### src/rtl/counter_array_watchdog_pkg.sv
// Constants shared by the counter array watchdog and its counter clock generator.
package counter_array_watchdog_pkg;
  // Register indices on the special function register port.
  localparam logic [7:0] REG_CONTROL_FLAGS = 8'hD8;
  localparam logic [7:0] REG_ARRAY_MODE = 8'hD9;
  localparam logic [7:0] REG_COUNTER_LOW = 8'hF9;
  localparam logic [7:0] REG_COUNTER_HIGH = 8'hFA;
  localparam logic [7:0] REG_MODULE_FIVE_MODE = 8'hDE;
  localparam logic [7:0] REG_WDT_RELOAD_OFFSET = 8'hD3;
  localparam logic [7:0] REG_WDT_COMPARE_HIGH = 8'hD4;
  // Control flag register field positions.
  localparam int CF_BIT = 7;
  localparam int CR_BIT = 6;
  localparam int MATCH_FIVE_BIT = 5;
  // Array mode register field positions.
  localparam int IDLE_SUSPEND_BIT = 7;
  localparam int ENABLE_BIT = 6;
  localparam int LOCK_BIT = 5;
  localparam int CLOCK_SEL_MSB = 3;
  localparam int CLOCK_SEL_LSB = 1;
  localparam int OVF_IRQ_EN_BIT = 0;
  // Values after reset.
  localparam logic [7:0] CONTROL_RESET = 8'h00;
  localparam logic [15:0] COUNTER_RESET = 16'h0000;
  localparam logic [7:0] OFFSET_RESET = 8'h00;
  localparam logic [7:0] COMPARE_HIGH_RESET = 8'h00;
  localparam logic [7:0] MODULE_FIVE_MODE_RESET = 8'h00;
  localparam logic [2:0] CLOCK_SEL_RESET = 3'h0;
  // Software timer mode as seen in the module five mode register while guarding.
  localparam logic [7:0] SOFTWARE_TIMER_MODE = 8'h48;
  // Counter clock selections.
  localparam logic [2:0] CLK_SYS_DIV12 = 3'h0;
  localparam logic [2:0] CLK_SYS_DIV4 = 3'h1;
  localparam logic [2:0] CLK_SYS = 3'h4;
  localparam int DIV12_COUNT = 12;
  localparam int DIV4_COUNT = 4;
  localparam logic [3:0] DIVIDER_RESET = 4'h0;
endpackage : counter_array_watchdog_pkg

### src/rtl/counter_array_watchdog.sv
// Watchdog built on module five of the 16-bit counter array, with its shared control flags.
// Summary of operation
// RULE1 - While guarding, compare high byte is matched against counter high byte.
// RULE2 - Offset counts low-byte overflows; first overflow takes up to 256 ticks.
// RULE3 - Timeout is 256 times offset plus 256 minus low byte at reload.
// RULE4 - Low-byte overflow while compare high equals counter high raises reset.
// RULE5 - Writing one to module five match flag while guarding forces reset.
// RULE6 - Software disables, picks clock, loads offset, idle, enables, then reloads.
// RULE7 - Clock selection and idle suspend are frozen while guarding.
// RULE8 - Enable bit or lock bit set makes the watchdog active.
// RULE9 - Lock keeps watchdog active, refusing disable until next system reset.
// RULE10 - With lock clear, clearing enable bit deactivates the watchdog.
// RULE11 - After reset: active, clock divided by 12, low byte and offset zero.
// RULE12 - Overflow flag bit 7 sets on 16-bit wrap, requests interrupt, software clears.
// RULE13 - Bit 6 is run control enabling counting of the 16-bit counter.
// RULE14 - Match flags set on match or capture, request interrupt, never hardware-cleared.
// RULE15 - Any compare high write while guarding reloads it with counter high plus offset.
// RULE16 - Guarding forces counter on, blocks counter writes and module five mode writes.
// RULE17 - Guarding ignores run-control effect; run control reads software's own value.
// RULE18 - Reset request is one system-clock pulse; reset logic restores defaults.
`timescale 1ns/10ps
`default_nettype none
module counter_array_watchdog (
  // Clock and reset
  input wire logic core_clk,
  input wire logic rst,
  // Special function register port
  input wire logic [7:0] sfr_addr,
  input wire logic [7:0] sfr_wdata,
  input wire logic sfr_we,
  input wire logic sfr_re,
  output logic [7:0] sfr_rdata,
  // Surroundings
  input wire logic cpu_idle,
  input wire logic ext_tick,
  input wire logic [4:0] module_match_events,
  input wire logic [5:0] match_irq_enable,
  // Requests
  output logic overflow_irq,
  output logic match_irq,
  output logic wdt_reset_req
);
  logic [15:0] counter;
  logic [7:0] wdt_reload_offset;
  logic [7:0] wdt_compare_high;
  logic [7:0] module_five_mode_register;
  logic counter_overflow_flag;
  logic counter_run_control;
  logic [5:0] match_flags;
  logic watchdog_enable_bit;
  logic watchdog_lock_bit;
  logic idle_suspend_select;
  logic [2:0] counter_clock_select;
  logic overflow_irq_enable;
  logic tick;

  wire wdt_active = watchdog_enable_bit | watchdog_lock_bit; // [RULE8]
  wire wr_control = sfr_we && sfr_addr == counter_array_watchdog_pkg::REG_CONTROL_FLAGS;
  wire wr_mode = sfr_we && sfr_addr == counter_array_watchdog_pkg::REG_ARRAY_MODE;
  wire wr_low = sfr_we && sfr_addr == counter_array_watchdog_pkg::REG_COUNTER_LOW;
  wire wr_high = sfr_we && sfr_addr == counter_array_watchdog_pkg::REG_COUNTER_HIGH;
  wire wr_m5_mode = sfr_we && sfr_addr == counter_array_watchdog_pkg::REG_MODULE_FIVE_MODE;
  wire wr_offset = sfr_we && sfr_addr == counter_array_watchdog_pkg::REG_WDT_RELOAD_OFFSET;
  wire wr_cmp_high = sfr_we && sfr_addr == counter_array_watchdog_pkg::REG_WDT_COMPARE_HIGH;

  counter_clock_tick clock_gen (
    .core_clk(core_clk),
    .rst(rst),
    .clock_select(counter_clock_select),
    .ext_tick(ext_tick),
    .tick(tick)
  );

  // Guarding forces the counter on regardless of run control; idle suspend still applies.
  wire run_en = (counter_run_control | wdt_active) &
    ~(idle_suspend_select & cpu_idle); // [RULE13] [RULE16] [RULE17]
  wire count_step = tick & run_en;
  wire low_ovf = count_step && counter[7:0] == 8'hFF; // [RULE2]
  wire full_wrap = count_step && counter == 16'hFFFF;
  wire wdt_match = wdt_compare_high == counter[15:8]; // [RULE1]
  // Reaching the trip therefore takes 256*offset plus (256 - low byte at reload) ticks.
  wire wdt_expire = wdt_active & low_ovf & wdt_match; // [RULE3] [RULE4]
  wire wdt_force = wdt_active & wr_control &
    sfr_wdata[counter_array_watchdog_pkg::MATCH_FIVE_BIT]; // [RULE5]
  wire wdt_trip = wdt_expire | wdt_force;
  wire [7:0] reload_value = 8'(counter[15:8] + wdt_reload_offset); // [RULE15]
  wire module_five_hit = wdt_active && count_step &&
    counter == {wdt_compare_high, wdt_reload_offset};
  wire [5:0] match_set = {module_five_hit, module_match_events};

  // Counter writes are dropped while guarding so software cannot postpone the trip.
  wire [15:0] next_counter = (wr_low && !wdt_active) ? {counter[15:8], sfr_wdata} :
    (wr_high && !wdt_active) ? {sfr_wdata, counter[7:0]} :
    count_step ? 16'(counter + 16'h0001) : counter; // [RULE16]
  wire [7:0] next_compare_high = !wr_cmp_high ? wdt_compare_high :
    wdt_active ? reload_value : sfr_wdata; // [RULE15]
  // Hardware set wins over a software clear arriving in the same cycle.
  wire next_cf = full_wrap | (wr_control ? sfr_wdata[counter_array_watchdog_pkg::CF_BIT] :
    counter_overflow_flag); // [RULE12]
  wire [5:0] next_match_flags = match_set |
    (wr_control ? sfr_wdata[5:0] : match_flags); // [RULE14]
  wire next_lock = watchdog_lock_bit |
    (wr_mode & sfr_wdata[counter_array_watchdog_pkg::LOCK_BIT]); // [RULE9]
  wire next_enable = !wr_mode ? watchdog_enable_bit :
    watchdog_lock_bit ? 1'b1 : sfr_wdata[counter_array_watchdog_pkg::ENABLE_BIT]; // [RULE9] [RULE10]
  wire next_idle = (wr_mode && !wdt_active) ?
    sfr_wdata[counter_array_watchdog_pkg::IDLE_SUSPEND_BIT] : idle_suspend_select; // [RULE7]
  wire [2:0] next_clock_select = (wr_mode && !wdt_active) ?
    sfr_wdata[counter_array_watchdog_pkg::CLOCK_SEL_MSB:
      counter_array_watchdog_pkg::CLOCK_SEL_LSB] :
    counter_clock_select; // [RULE7]

  wire [7:0] mode_view = {idle_suspend_select, watchdog_enable_bit, watchdog_lock_bit, 1'b0,
    counter_clock_select, overflow_irq_enable};
  wire [7:0] read_mux =
    (sfr_addr == counter_array_watchdog_pkg::REG_CONTROL_FLAGS) ?
      {counter_overflow_flag, counter_run_control, match_flags} : // [RULE17]
    (sfr_addr == counter_array_watchdog_pkg::REG_ARRAY_MODE) ? mode_view :
    (sfr_addr == counter_array_watchdog_pkg::REG_COUNTER_LOW) ? counter[7:0] :
    (sfr_addr == counter_array_watchdog_pkg::REG_COUNTER_HIGH) ? counter[15:8] :
    (sfr_addr == counter_array_watchdog_pkg::REG_MODULE_FIVE_MODE) ?
      (wdt_active ? counter_array_watchdog_pkg::SOFTWARE_TIMER_MODE :
       module_five_mode_register) : // [RULE16]
    (sfr_addr == counter_array_watchdog_pkg::REG_WDT_RELOAD_OFFSET) ? wdt_reload_offset :
    (sfr_addr == counter_array_watchdog_pkg::REG_WDT_COMPARE_HIGH) ? wdt_compare_high :
    8'h00;

  always_ff @(posedge core_clk) begin
    if (rst) begin
      counter <= counter_array_watchdog_pkg::COUNTER_RESET; // [RULE11]
      wdt_reload_offset <= counter_array_watchdog_pkg::OFFSET_RESET;
      wdt_compare_high <= counter_array_watchdog_pkg::COMPARE_HIGH_RESET;
      module_five_mode_register <= counter_array_watchdog_pkg::MODULE_FIVE_MODE_RESET;
      counter_overflow_flag <= 1'b0;
      counter_run_control <= 1'b0;
      match_flags <= 6'h00;
      watchdog_enable_bit <= 1'b1;
      watchdog_lock_bit <= 1'b0;
      idle_suspend_select <= 1'b0;
      counter_clock_select <= counter_array_watchdog_pkg::CLOCK_SEL_RESET;
      overflow_irq_enable <= 1'b0;
      sfr_rdata <= 8'h00;
      wdt_reset_req <= 1'b0;
    end else begin
      counter <= next_counter;
      wdt_reload_offset <= wr_offset ? sfr_wdata : wdt_reload_offset;
      wdt_compare_high <= next_compare_high;
      module_five_mode_register <= (wr_m5_mode && !wdt_active) ? sfr_wdata :
        module_five_mode_register; // [RULE16]
      counter_overflow_flag <= next_cf;
      counter_run_control <= wr_control ? sfr_wdata[counter_array_watchdog_pkg::CR_BIT] :
        counter_run_control; // [RULE13]
      match_flags <= next_match_flags;
      watchdog_enable_bit <= next_enable;
      watchdog_lock_bit <= next_lock;
      idle_suspend_select <= next_idle;
      counter_clock_select <= next_clock_select;
      overflow_irq_enable <= wr_mode ? sfr_wdata[counter_array_watchdog_pkg::OVF_IRQ_EN_BIT] :
        overflow_irq_enable;
      sfr_rdata <= sfr_re ? read_mux : sfr_rdata;
      wdt_reset_req <= wdt_trip; // [RULE18]
    end
  end

  assign overflow_irq = counter_overflow_flag & overflow_irq_enable; // [RULE12]
  assign match_irq = |(match_flags & match_irq_enable); // [RULE14]

  property p_expire_reset;
    @(posedge core_clk) disable iff (rst)
    wdt_active && low_ovf && wdt_compare_high == counter[15:8] |=> wdt_reset_req;
  endproperty
  a_expire_reset: assert property (p_expire_reset) else $error("expiry gave no reset"); // [RULE4]

  property p_force_reset;
    @(posedge core_clk) disable iff (rst)
    wdt_active && wr_control && sfr_wdata[5] |=> wdt_reset_req;
  endproperty
  a_force_reset: assert property (p_force_reset) else $error("forced reset missing"); // [RULE5]

  property p_no_spurious_reset;
    @(posedge core_clk) disable iff (rst)
    wdt_reset_req |-> $past(wdt_active) &&
      ($past(low_ovf && wdt_compare_high == counter[15:8]) ||
       $past(wr_control && sfr_wdata[5]));
  endproperty
  a_no_spurious_reset: assert property (p_no_spurious_reset) // [RULE18]
    else $error("spurious reset");

  property p_reload;
    @(posedge core_clk) disable iff (rst)
    wdt_active && wr_cmp_high |=>
      wdt_compare_high == 8'($past(counter[15:8]) + $past(wdt_reload_offset));
  endproperty
  a_reload: assert property (p_reload) else $error("reload value wrong"); // [RULE15]

  property p_lock_holds;
    @(posedge core_clk) disable iff (rst)
    watchdog_lock_bit |=> watchdog_lock_bit && wdt_active;
  endproperty
  a_lock_holds: assert property (p_lock_holds) else $error("lock released"); // [RULE9]

  property p_disable;
    @(posedge core_clk) disable iff (rst)
    !watchdog_lock_bit && wr_mode && !sfr_wdata[6] && !sfr_wdata[5] |=> !wdt_active;
  endproperty
  a_disable: assert property (p_disable) else $error("disable ignored"); // [RULE10]

  property p_frozen_select;
    @(posedge core_clk) disable iff (rst)
    wdt_active |=> $stable(counter_clock_select) && $stable(idle_suspend_select);
  endproperty
  a_frozen_select: assert property (p_frozen_select) else $error("select changed"); // [RULE7]

  property p_counter_forced;
    @(posedge core_clk) disable iff (rst)
    wdt_active && tick && !(idle_suspend_select && cpu_idle) |=>
      counter == 16'($past(counter) + 16'h0001);
  endproperty
  a_counter_forced: assert property (p_counter_forced) // [RULE16]
    else $error("counter not forced");

  property p_wrap_flag;
    @(posedge core_clk) disable iff (rst)
    full_wrap |=> counter_overflow_flag && counter == 16'h0000;
  endproperty
  a_wrap_flag: assert property (p_wrap_flag) else $error("overflow flag missed"); // [RULE12]

  property p_defaults;
    @(posedge core_clk)
    rst |=> wdt_active && counter == 16'h0000 && wdt_reload_offset == 8'h00 &&
      counter_clock_select == 3'h0;
  endproperty
  a_defaults: assert property (p_defaults) else $error("reset defaults wrong"); // [RULE11]

  property p_run_read;
    @(posedge core_clk) disable iff (rst)
    sfr_re && !sfr_we && sfr_addr == 8'hD8 && !counter_run_control |=> !sfr_rdata[6];
  endproperty
  a_run_read: assert property (p_run_read) else $error("run control misread"); // [RULE17]
endmodule : counter_array_watchdog
`default_nettype wire

### src/rtl/counter_clock_tick.sv
// Counter clock enable generator: turns the clock selection into one-cycle ticks.
`timescale 1ns/10ps
`default_nettype none
module counter_clock_tick (
  // Clock and reset
  input wire logic core_clk,
  input wire logic rst,
  // Selection and external source
  input wire logic [2:0] clock_select,
  input wire logic ext_tick,
  // Tick out
  output logic tick
);
  logic [3:0] divider;
  logic [3:0] next_divider;
  logic [3:0] divide_last;
  logic next_tick;

  assign divide_last = (clock_select == counter_array_watchdog_pkg::CLK_SYS_DIV4) ?
    4'(counter_array_watchdog_pkg::DIV4_COUNT - 1) :
    4'(counter_array_watchdog_pkg::DIV12_COUNT - 1);
  assign next_divider = (divider >= divide_last) ? counter_array_watchdog_pkg::DIVIDER_RESET :
    4'(divider + 4'h1);

  // Selections other than the divided or undivided system clock follow the external tick input.
  assign next_tick = (clock_select == counter_array_watchdog_pkg::CLK_SYS) ? 1'b1 :
    (clock_select == counter_array_watchdog_pkg::CLK_SYS_DIV12 ||
     clock_select == counter_array_watchdog_pkg::CLK_SYS_DIV4) ? (divider >= divide_last) :
    ext_tick;

  always_ff @(posedge core_clk) begin
    if (rst) begin
      divider <= counter_array_watchdog_pkg::DIVIDER_RESET;
      tick <= 1'b0;
    end else begin
      divider <= next_divider;
      tick <= next_tick;
    end
  end
endmodule : counter_clock_tick
`default_nettype wire

### config.mk
export PLATFORM = sky130hd
export DESIGN_NAME = counter_array_watchdog
export DESIGN_NICKNAME = d
export VERILOG_FILES = /design/src/rtl/counter_array_watchdog_pkg.sv /design/src/rtl/counter_array_watchdog.sv /design/src/rtl/counter_clock_tick.sv
export SDC_FILE = /design/constraint.sdc
export NUM_CORES = 1
export LEC_CHECK = 0
export ABC_CLOCK_PERIOD_IN_PS = 2600
export BUFFER_PORTS_ARGS = -buffer_cell sky130_fd_sc_hd__buf_2
export CAP_MARGIN = 20
export CORE_UTILIZATION = 43
export DETAILED_ROUTE_END_ITERATION = 12
export PLACE_DENSITY_LB_ADDON = 0.08
export SETUP_SLACK_MARGIN = 0.05
export SLEW_MARGIN = 5
export SYNTH_ARGS = -nofsm -noshare
export SYNTH_HDL_FRONTEND = slang
export SYNTH_SLANG_ARGS = --single-unit
### constraint.sdc
create_clock -name core_clk -period 2.6 [get_ports core_clk]
set_input_delay 0.52 -clock core_clk [delete_from_list [all_inputs] [get_ports core_clk]]
set_output_delay 0.52 -clock core_clk [all_outputs]
set_load 0.02 [all_outputs]
==> flow_summary.ini, run 1 <==
[sta]
fmax_ghz = 0.473
setup_violations = 0
period_needed_ns = 2.12
skew_ns = 0.00838
relSlewSlack_pct = 54.4
setup_tns_ns = 0
rsz0062_at_grt = false
fin_crit_sh_pct = 81.4
tightest_slew_ns = 0.678
finalHoldViolCount = 0
slew_violations = 0

[cts]
cts_max_path_buffers = 2
cts-buffers-inserted = 9
post_cts_buffers = 0
tritoncts = yes
cts_root_buffer = clkbuf_8
clock_latency_ns = 0.35
cts_hold_buf = 0
numClockSinks = 69
cts.htree.levels = 3
clk_pin_slew_ns = 0.08
post_cts_resized = 0

[critical_path]
cp_top_family = compound AO/OA/AOI/OAI gates
rr_startpoint = wdt_reload_offset[1]
cp_max_fo = 5
timing.rr.end = wdt_compare_high[5]
cp-end-kind = flip-flop
cp_cell_sequence = ha_1 > a211oi_1 > nor2_1 > or4_1 > a31oi_1 > a21oi_1
critical_path_buf_inv_count = 0
crit_type = flip-flop to flip-flop
critPathLaunchType = flip-flop
reg2reg_depth = 6
required_ns = 2.81
r2r_setup_slack_ns = 0.48
slowest_stage = dfxtp_1
slowest_delay_ns = 0.51
cp.arrival_ns = 2.33

[grt]
grt_pass1_wl_mm = 22.4
antenna_found_initial = 0
grt_overflow = 0
grt_start_max_net_pins = 52
grt_pass1_vias = 3944
grtUsageTotal_pct = 29.5

[floorplanning]
die_h_um = 102
num_rows = 36
die_area_um2 = 10500
coreArea_um2 = 9770
initial_core_util_pct = 44.2
die_w_um = 102
num_io_pins = 44

[power]
leakage_nw = 2.05
ir_worst_vdd_uv = 264
p_seq_share_pct = 48.0
intPower_w = 0.00167
swShare_pct = 25.6
clockPowerShare_pct = 44.2
pwr-share-comb_pct = 7.8
switchingPower_w = 0.000574
cellPowerDensity_nw_per_um2 = 460

[yosys]
ys.flop_type = dfxtp_1
ys_ff_latch = 69
syn_avg_cell_area_um2 = 8.34
syn-cell-area_um2 = 4320
synth.distinct_cells = 74
syn_inst = 518
synth_area_leaders = dfxtp_1 32%, mux2i_1 8.3%, a21oi_1 4.7%
yosysSeqAreaShare_pct = 32.0
synth_edf_count = 0
netlist.area_leader.share_pct = 32.0
async_reset_ff_share_pct = 0
yosys.area.top_type = dfxtp_1
yosysWarnings = 0
syn_nets = 562

[final_layout]
antenna_cells = 0
drive_above_1_share_pct = 17.5
syn_to_final_growth_pct = 13.0
utilization_pct = 50.0
final_nets = 599

[drt]
num_vias = 4159
wl_per_cell_um = 21.0
drtAntennaViolNets = 0
routed_via_density = 6.00
routed_wl_mm = 14.5
drtPass1Iterations = 5
drc = 0
drt-initial-drc-count = 267

[run_status]
status = complete, no violations

[hold_path]
min-delay-start = module_match_events[3]
min_delay_path_depth = 3
hold_end = match_flags[3]
hp-class = input pin to flip-flop

[place]
io_buffers = 43
place_hpwl_mm = 10.4
gp_congestion = 0.922

[run]
cap_viol_max_count = 0
-- cell type report --
cell class	count	area (µm²)
fill	1023	4890
multi-input combinational	403	2720
sequential	69	1380
timing repair buffer	61	350
tap	133	166
clock buffer	9	124
clock inverter	7	98.8
inverter	11	41.3
-- power by group through the flow --
stage / logic (W) / clock network [W] / registers (W)
after global placement: 0.000170 / 0 / 0.00110
after global routing: 0.000190 / 0.00106 / 0.00108
after floorplan: 0.0000890 / 0 / 0.00110
after CTS: 0.000173 / 0.00101 / 0.00108
after detailed placement: 0.000173 / 0 / 0.00110
final: 0.000175 / 0.000992 / 0.00108
-- kinds of logic (layout without fill, tap and decap cells) --
kind of cell    count (synthesis)  in the layout  synth area share, %
fa+ha+maj                      11             11                 3.36
flops                          69             69                 32.0
compound gates                146            146                 21.9
mux                            36             36                 8.34
simple gates                  184            184                 24.1
xor+xnor                       26             26                 5.27
buf+inv                        46             88                 5.04
-- sequential cells by signal, summed over array words and instances, names as in the netlist, 3 cells and up --
| register | cells |
|---|---|
| match_flags | 6 |
| wdt_reload_offset | 8 |
| counter_clock_select | 3 |
| clock_gen.divider | 4 |
| sfr_rdata | 8 |
| module_five_mode_register | 8 |
| wdt_compare_high | 8 |
| counter | 16 |
-- routing by layer --
metal | track usage [%] | vias to the layer above | share of wire, %
met4 | 8.79 | 0 | 2.1
met1 | 41.8 | 1975 | 47
met5 | 0 | - | 0
li1 | - | 2001 | -
met2 | 45.6 | 160 | 45
met3 | 4.99 | 23 | 6.3
-- stage by stage --
stage	cells	cell area [µm²]	total power (W)	setup WS, ns	hold WS [ns]
final	693	4880	0.00224	0.485	0.402
after floorplan	518	4320	0.00119	0.669	0.418
after detailed placement	677	4660	0.00128	0.237	0.440
after global routing	693	4880	0.00232	0.342	0.396
after CTS	693	4880	0.00226	0.482	0.388
after global placement	677	4660	0.00127	0.253	0.435
-- worst register-to-register path, delay by kind of cell (launching register included) --
family	cells	cell delay, ns
flip-flops	1	0.51
AO/OA/AOI/OAI	3	0.64
AND/OR/NAND/NOR	2	0.53
adder cells (fa/ha/maj)	1	0.31
-- cell usage after synthesis (all sizes together) (3+ instances only) --
master    n
a2111oi   4
a211o     3
a211oi   13
a21o      3
a21oi    42
a221oi    3
a22o      3
a22oi     4
a31oi    10
and2      9
and3      8
and4bb    7
buf      19
clkbuf   16
dfxtp    69
ha       10
inv      11
mux2i    36
nand2    33
nand2b    5
nand3    18
nand4     9
nor2     48
nor2b     7
nor3     13
nor3b     3
nor4      5
o21a      4
o21ai    39
or3       4
or4       3
xnor2    12
xor2     14
-- layout by cell type (no fill, tap or decap), types with 4 or more instances in the layout --
cell      synthesis  routed
nand2b_1          5       5
o21ai_0          38      38
nand3_1          17      17
buf_4             2      18
nor2_1           48      48
inv_1            11      11
xor2_1           14      14
nand4_1           8       8
nor4_1            5       5
a21oi_1          41      41
or3_1             4       4
nand2_1          32      32
and4bb_2          5       5
dfxtp_1          69      69
and3_1            8       8
xnor2_1          12      12
ha_1             10      10
nor2b_1           7       7
clkbuf_8          0       9
nor3_1           11      11
a211oi_1         13      13
and2_1            6       6
mux2i_1          36      36
a22oi_1           4       4
buf_2            14      43
o21a_1            4       4
a31oi_1          10      10
-- how the worst max path moves through the flow --
stage,start,endpoint,depth (start not counted)
after floorplan,sfr_addr[3],sfr_rdata[1],7
after global placement,sfr_addr[5],counter_clock_select[2],6
after detailed placement,sfr_addr[5],counter_clock_select[1],6
after CTS,wdt_reload_offset[1],wdt_compare_high[5],6
after global routing,watchdog_lock_bit,counter[10],6
final,wdt_reload_offset[1],wdt_compare_high[5],6
Power figures use the tool's default switching activity.
==> inputs of run 2 (changes only) <==
--- a/config.mk
+++ b/config.mk
@@ -5,7 +5,7 @@
 export SDC_FILE = /design/constraint.sdc
 export NUM_CORES = 1
 export LEC_CHECK = 0
-export ABC_CLOCK_PERIOD_IN_PS = 2600
+export ABC_CLOCK_PERIOD_IN_PS = 2100
 export BUFFER_PORTS_ARGS = -buffer_cell sky130_fd_sc_hd__buf_2
 export CAP_MARGIN = 20
 export CORE_UTILIZATION = 43
==> constraint.sdc (replaced) <==
create_clock -name core_clk -period 2.1 [get_ports core_clk]
set_input_delay 0.42 -clock core_clk [delete_from_list [all_inputs] [get_ports core_clk]]
set_output_delay 0.42 -clock core_clk [all_outputs]
set_load 0.02 [all_outputs]
==> run 2 against run 1 <==
Net effect: clock skew grew 0.0012 ns; final cell count increased by 4.5%; sequential power up 23%; worst hold slack worse by 0.12 ns; global-route usage decreased by 0.58 points; combinational power rose by 31%; sequential cell count did not move; cell area is 5.0% higher; register-to-register slack lost 0.32 ns; non-clock buffer count is 31 higher; via count up 2.6%; sequential share of layout area shrank 1.3 points; largest cell class unchanged.
==> flow_summary.ini, run 2 (synthesis results as in run 1) <==
[critical_path]
reg2reg_depth = 5
cp_max_fo = 6
cp_cell_sequence = nand3_1 > or4_1 > o21ai_0 > a21oi_1 > a211oi_1
slowest_stage = or4_1
cp.arrival_ns = 2.20
critPathLaunchType = flip-flop
crit_type = flip-flop to flip-flop
cp-end-kind = flip-flop
required_ns = 2.36
slowest_delay_ns = 0.60

[grt]
antenna_found_initial = 0
grt_pass1_vias = 3763
grtUsageTotal_pct = 28.9
grt_overflow = 0
grt_pass1_wl_mm = 21.9
grt_start_max_net_pins = 38

[hold_path]
hp-class = input pin to flip-flop
min_delay_path_depth = 3

[power]
leakage_nw = 2.20
ir_worst_vdd_uv = 287
swShare_pct = 26.2
intPower_w = 0.00198
switchingPower_w = 0.000702
clockPowerShare_pct = 41.8
p_seq_share_pct = 49.7
cellPowerDensity_nw_per_um2 = 524
pwr-share-comb_pct = 8.5

[floorplanning]
die_area_um2 = 10500
coreArea_um2 = 9770
initial_core_util_pct = 44.2
die_w_um = 102
num_io_pins = 44
num_rows = 36
die_h_um = 102

[drt]
drtPass1Iterations = 4
drt-initial-drc-count = 268
wl_per_cell_um = 20.0
drtAntennaViolNets = 0
num_vias = 4269
routed_via_density = 5.90
routed_wl_mm = 14.5
drc = 0

[final_layout]
antenna_cells = 0
largest_reg_flops = 16
layout_common_cells = 69 x dfxtp_1, 48 x buf_4, 47 x nor2_1, 43 x buf_2, 41 x a21oi_1
syn_to_final_growth_pct = 18.7
top_register = counter
utilization_pct = 52.5
drive_above_1_share_pct = 22.3
layout_commonest_cell = dfxtp_1
final_nets = 630

[run_status]
status = complete, no violations

[cts]
cts.htree.levels = 3
cts_root_buffer = clkbuf_8
tritoncts = yes
cts_hold_buf = 0
numClockSinks = 69
cts-buffers-inserted = 9
cts_max_path_buffers = 2
clock_latency_ns = 0.36
clk_pin_slew_ns = 0.08

[sta]
skew_ns = 0.00956
slew_violations = 0
period_needed_ns = 1.93
fin_crit_sh_pct = 92.1
finalHoldViolCount = 0
rsz0062_at_grt = false
setup_tns_ns = 0
setup_violations = 0
tightest_slew_ns = 0.655
relSlewSlack_pct = 55.9
fmax_ghz = 0.517

[place]
place_hpwl_mm = 10.6
io_buffers = 43
gp_congestion = 0.957

[run]
cap_viol_max_count = 0
-- run 2: cell type report --
type	count	area (µm²)
clock inverters	6	62.6
well taps	133	166
fillers	970	4650
flip-flops and latches	69	1380
inverters	11	41.3
multi-input cells	403	2740
repair buffers	92	596
clock buffers	10	138
-- run 2: per-layer routing --
metal	part of all wire (%)	GRT usage (%)
met1	48	42.9
met2	43	41.7
met3	6.1	4.24
met4	2.5	11.1
met5	0	0
-- run 2: what timing repair did --
item,in CTS,in global routing
setup buffers,0,0
endpoints found under the setup margin,0,11
resized for setup,0,4
-- run 2: path summary, 6_finish.rpt --
kind	endpoint	slack, ns	startpoint
worst min register to register	clock_gen.divider[0]	0.47	clock_gen.divider[0]
worst min-delay path	match_flags[1]	0.29	module_match_events[1]
worst max register to register	counter[15]	0.17	counter[4]
worst max-delay path	counter[15]	0.17	counter[4]
-- run 2: critical path: cells and delay by family (launching register included) --
kind / cells / cell delay [ns]
and+or+nand+nor: 2 / 0.75
DFF: 1 / 0.50
AOI/OAI and AO/OA: 3 / 0.60
-- run 2: power groups by stage --
stage	sequential [W]	combinational [W]	clock [W]
4_1_cts	0.00133	0.000226	0.00114
6_report	0.00133	0.000229	0.00112
5_1_grt	0.00134	0.000247	0.00121
2_1_floorplan	0.00136	0.000110	0
3_3_place_gp	0.00136	0.000223	0
3_5_place_dp	0.00136	0.000226	0
-- run 2: through the flow --
stage	power (W)	worst slack [ns]	hold slack, ns	instance area, µm²	cells
global route	0.00279	0.0761	0.289	5130	724
global placement	0.00159	0.0487	0.432	4910	708
detailed placement	0.00159	0.0318	0.455	4910	708
finish	0.00268	0.166	0.285	5130	724
floorplan	0.00147	0.269	0.418	4320	518
CTS	0.00270	0.161	0.277	5110	724
==> inputs of run 3 (changes only) <==
--- a/config.mk
+++ b/config.mk
@@ -9,9 +9,9 @@
 export BUFFER_PORTS_ARGS = -buffer_cell sky130_fd_sc_hd__buf_2
 export CAP_MARGIN = 20
 export CORE_UTILIZATION = 43
+export CTS_CLUSTER_DIAMETER = 30
 export DETAILED_ROUTE_END_ITERATION = 12
 export PLACE_DENSITY_LB_ADDON = 0.08
-export SETUP_SLACK_MARGIN = 0.05
 export SLEW_MARGIN = 5
 export SYNTH_ARGS = -nofsm -noshare
 export SYNTH_HDL_FRONTEND = slang
==> constraint.sdc (replaced) <==
create_clock -name core_clk -period 2.1 [get_ports core_clk]
set_input_delay 0.42 -clock core_clk [delete_from_list [all_inputs] [get_ports core_clk]]
set_output_delay 0.42 -clock core_clk [all_outputs]
set_load 0.05 [all_outputs]
==> run 3 against run 2 <==
Net effect: final cell count stayed put; setup slack worse by 0.026 ns; cell area is 0.20% lower; combinational power is 5% higher; critical path depth is 1 higher; fmax is 1.3% lower; sequential cell count stayed put; die area stayed put; total power is 0.44% higher; via count is 0.42% higher; sequential share of layout area is 0.053 points higher; largest cell class unchanged; first-iteration DRC count is 9.7% higher.
==> flow_summary.ini, run 3 (synthesis results as in run 1) <==
[run_status]
status = complete, no violations

[final_layout]
syn_to_final_growth_pct = 18.4
layout_commonest_cell = dfxtp_1
largest_reg_flops = 16
layout_common_cells = 69 x dfxtp_1, 48 x buf_4, 47 x nor2_1, 43 x buf_2, 41 x a21oi_1
top_register = counter
final_nets = 630
fill_cells = 971
drive_above_1_share_pct = 22.0
antenna_cells = 0
utilization_pct = 52.4

[drt]
drt-initial-drc-count = 294
num_vias = 4287
routed_via_density = 5.92
drc = 0
routed_wl_mm = 14.5
drtAntennaViolNets = 0
wl_per_cell_um = 20.0
drtPass1Iterations = 5

[floorplanning]
coreArea_um2 = 9770
initial_core_util_pct = 44.2
die_w_um = 102
num_io_pins = 44
die_area_um2 = 10500
die_h_um = 102
num_rows = 36

[cts]
clk_pin_slew_ns = 0.08
cts_hold_buf = 0
cts.htree.levels = 3
cts-buffers-inserted = 9
numClockSinks = 69
cts_max_path_buffers = 2
tritoncts = yes
cts_root_buffer = clkbuf_8
clock_latency_ns = 0.36

[grt]
grtUsageTotal_pct = 28.9
grt_overflow = 0
grt_pass1_wl_mm = 21.9
grt_pass1_vias = 3763
grt_start_max_net_pins = 38
antenna_found_initial = 0

[critical_path]
cp.arrival_ns = 2.21
cp-end-kind = flip-flop
critPathLaunchType = flip-flop
required_ns = 2.35
cp_max_fo = 3
crit_type = flip-flop to flip-flop

[place]
place_hpwl_mm = 10.6
io_buffers = 43
gp_congestion = 0.957

[sta]
tightest_slew_ns = 0.719
rsz0062_at_grt = false
slew_violations = 0
skew_ns = 0.0102
finalHoldViolCount = 0
fin_crit_sh_pct = 93.3
fmax_ghz = 0.510
setup_violations = 0
period_needed_ns = 1.96
relSlewSlack_pct = 51.6
setup_tns_ns = 0

[power]
power.total_w = 0.00270
leakage_nw = 2.20
ir_worst_vdd_uv = 287
cellPowerDensity_nw_per_um2 = 527

[hold_path]
hp-class = input pin to flip-flop

[run]
cap_viol_max_count = 0
-- run 3: cell count changes in the layout (fill, tap and decap cells not counted) --
| cell | delta |
|---|---|
| a211oi_1 | +1 |
| nand3_2 | -1 |
| a211oi_2 | -1 |
| nand3_1 | +1 |
-- run 3: where the power goes --
| group | total, W | switching [W] | leakage [nW] | internal (W) |
|---|---|---|---|---|
| Combinational | 0.000241 | 0.000159 | 1.54 | 0.0000819 |
| Sequential | 0.00133 | 0.0000120 | 0.558 | 0.00132 |
| Clock | 0.00112 | 0.000543 | 0.106 | 0.000579 |
-- run 3: what timing repair did --
action / in CTS / in global routing
setup endpoints to repair: 0 / 6
setup buffers: 0 / 0
resized for setup: 0 / 2
-- run 3: worst paths after layout --
path	from	endpoint	cells past startpoint	slack, ns
worst max-delay path	counter[9]	wdt_compare_high[5]	6	0.14
worst min-delay path	module_match_events[1]	match_flags[1]	3	0.29
worst max register to register	counter[9]	wdt_compare_high[5]	6	0.14
worst min register to register	clock_gen.divider[0]	clock_gen.divider[0]	1	0.47
-- run 3: stage by stage --
stage / hold slack (ns) / cells / instance area [µm²] / setup slack [ns]
floorplan: 0.418 / 518 / 4320 / 0.269
detailed placement: 0.455 / 708 / 4910 / 0.0318
CTS: 0.277 / 724 / 5110 / 0.161
global route: 0.289 / 724 / 5120 / 0.0230
finish: 0.286 / 724 / 5120 / 0.141
global placement: 0.432 / 708 / 4910 / 0.0487
-- run 3: critical path, cell delays in order, from the launching register on --
cell,delay (ns)
dfxtp_1,0.41
ha_1,0.27
a211oi_1,0.34
nor2_1,0.11
or4_1,0.42
a31oi_1,0.22
a21oi_1,0.09
-- run 3: area by class of cell --
class                      count  area, µm²  share of cell area [%]
inverter                      11       41.3                   0.807
sequential                    69       1380                    27.0
clock buffer                  10        138                    2.69
timing repair buffer          92        596                    11.6
tap                          133        166                    3.25
clock inverter                 6       62.6                    1.22
multi-input combinational    403       2730                    53.4
-- run 3: routing by layer --
layer / global-route usage [%] / up-vias / part of all wire, %
li1: - / 2057 / -
met1: 42.9 / 2051 / 48
met2: 41.7 / 151 / 43
met3: 4.24 / 28 / 5.7
met4: 11.1 / 0 / 2.7
met5: 0 / - / 0
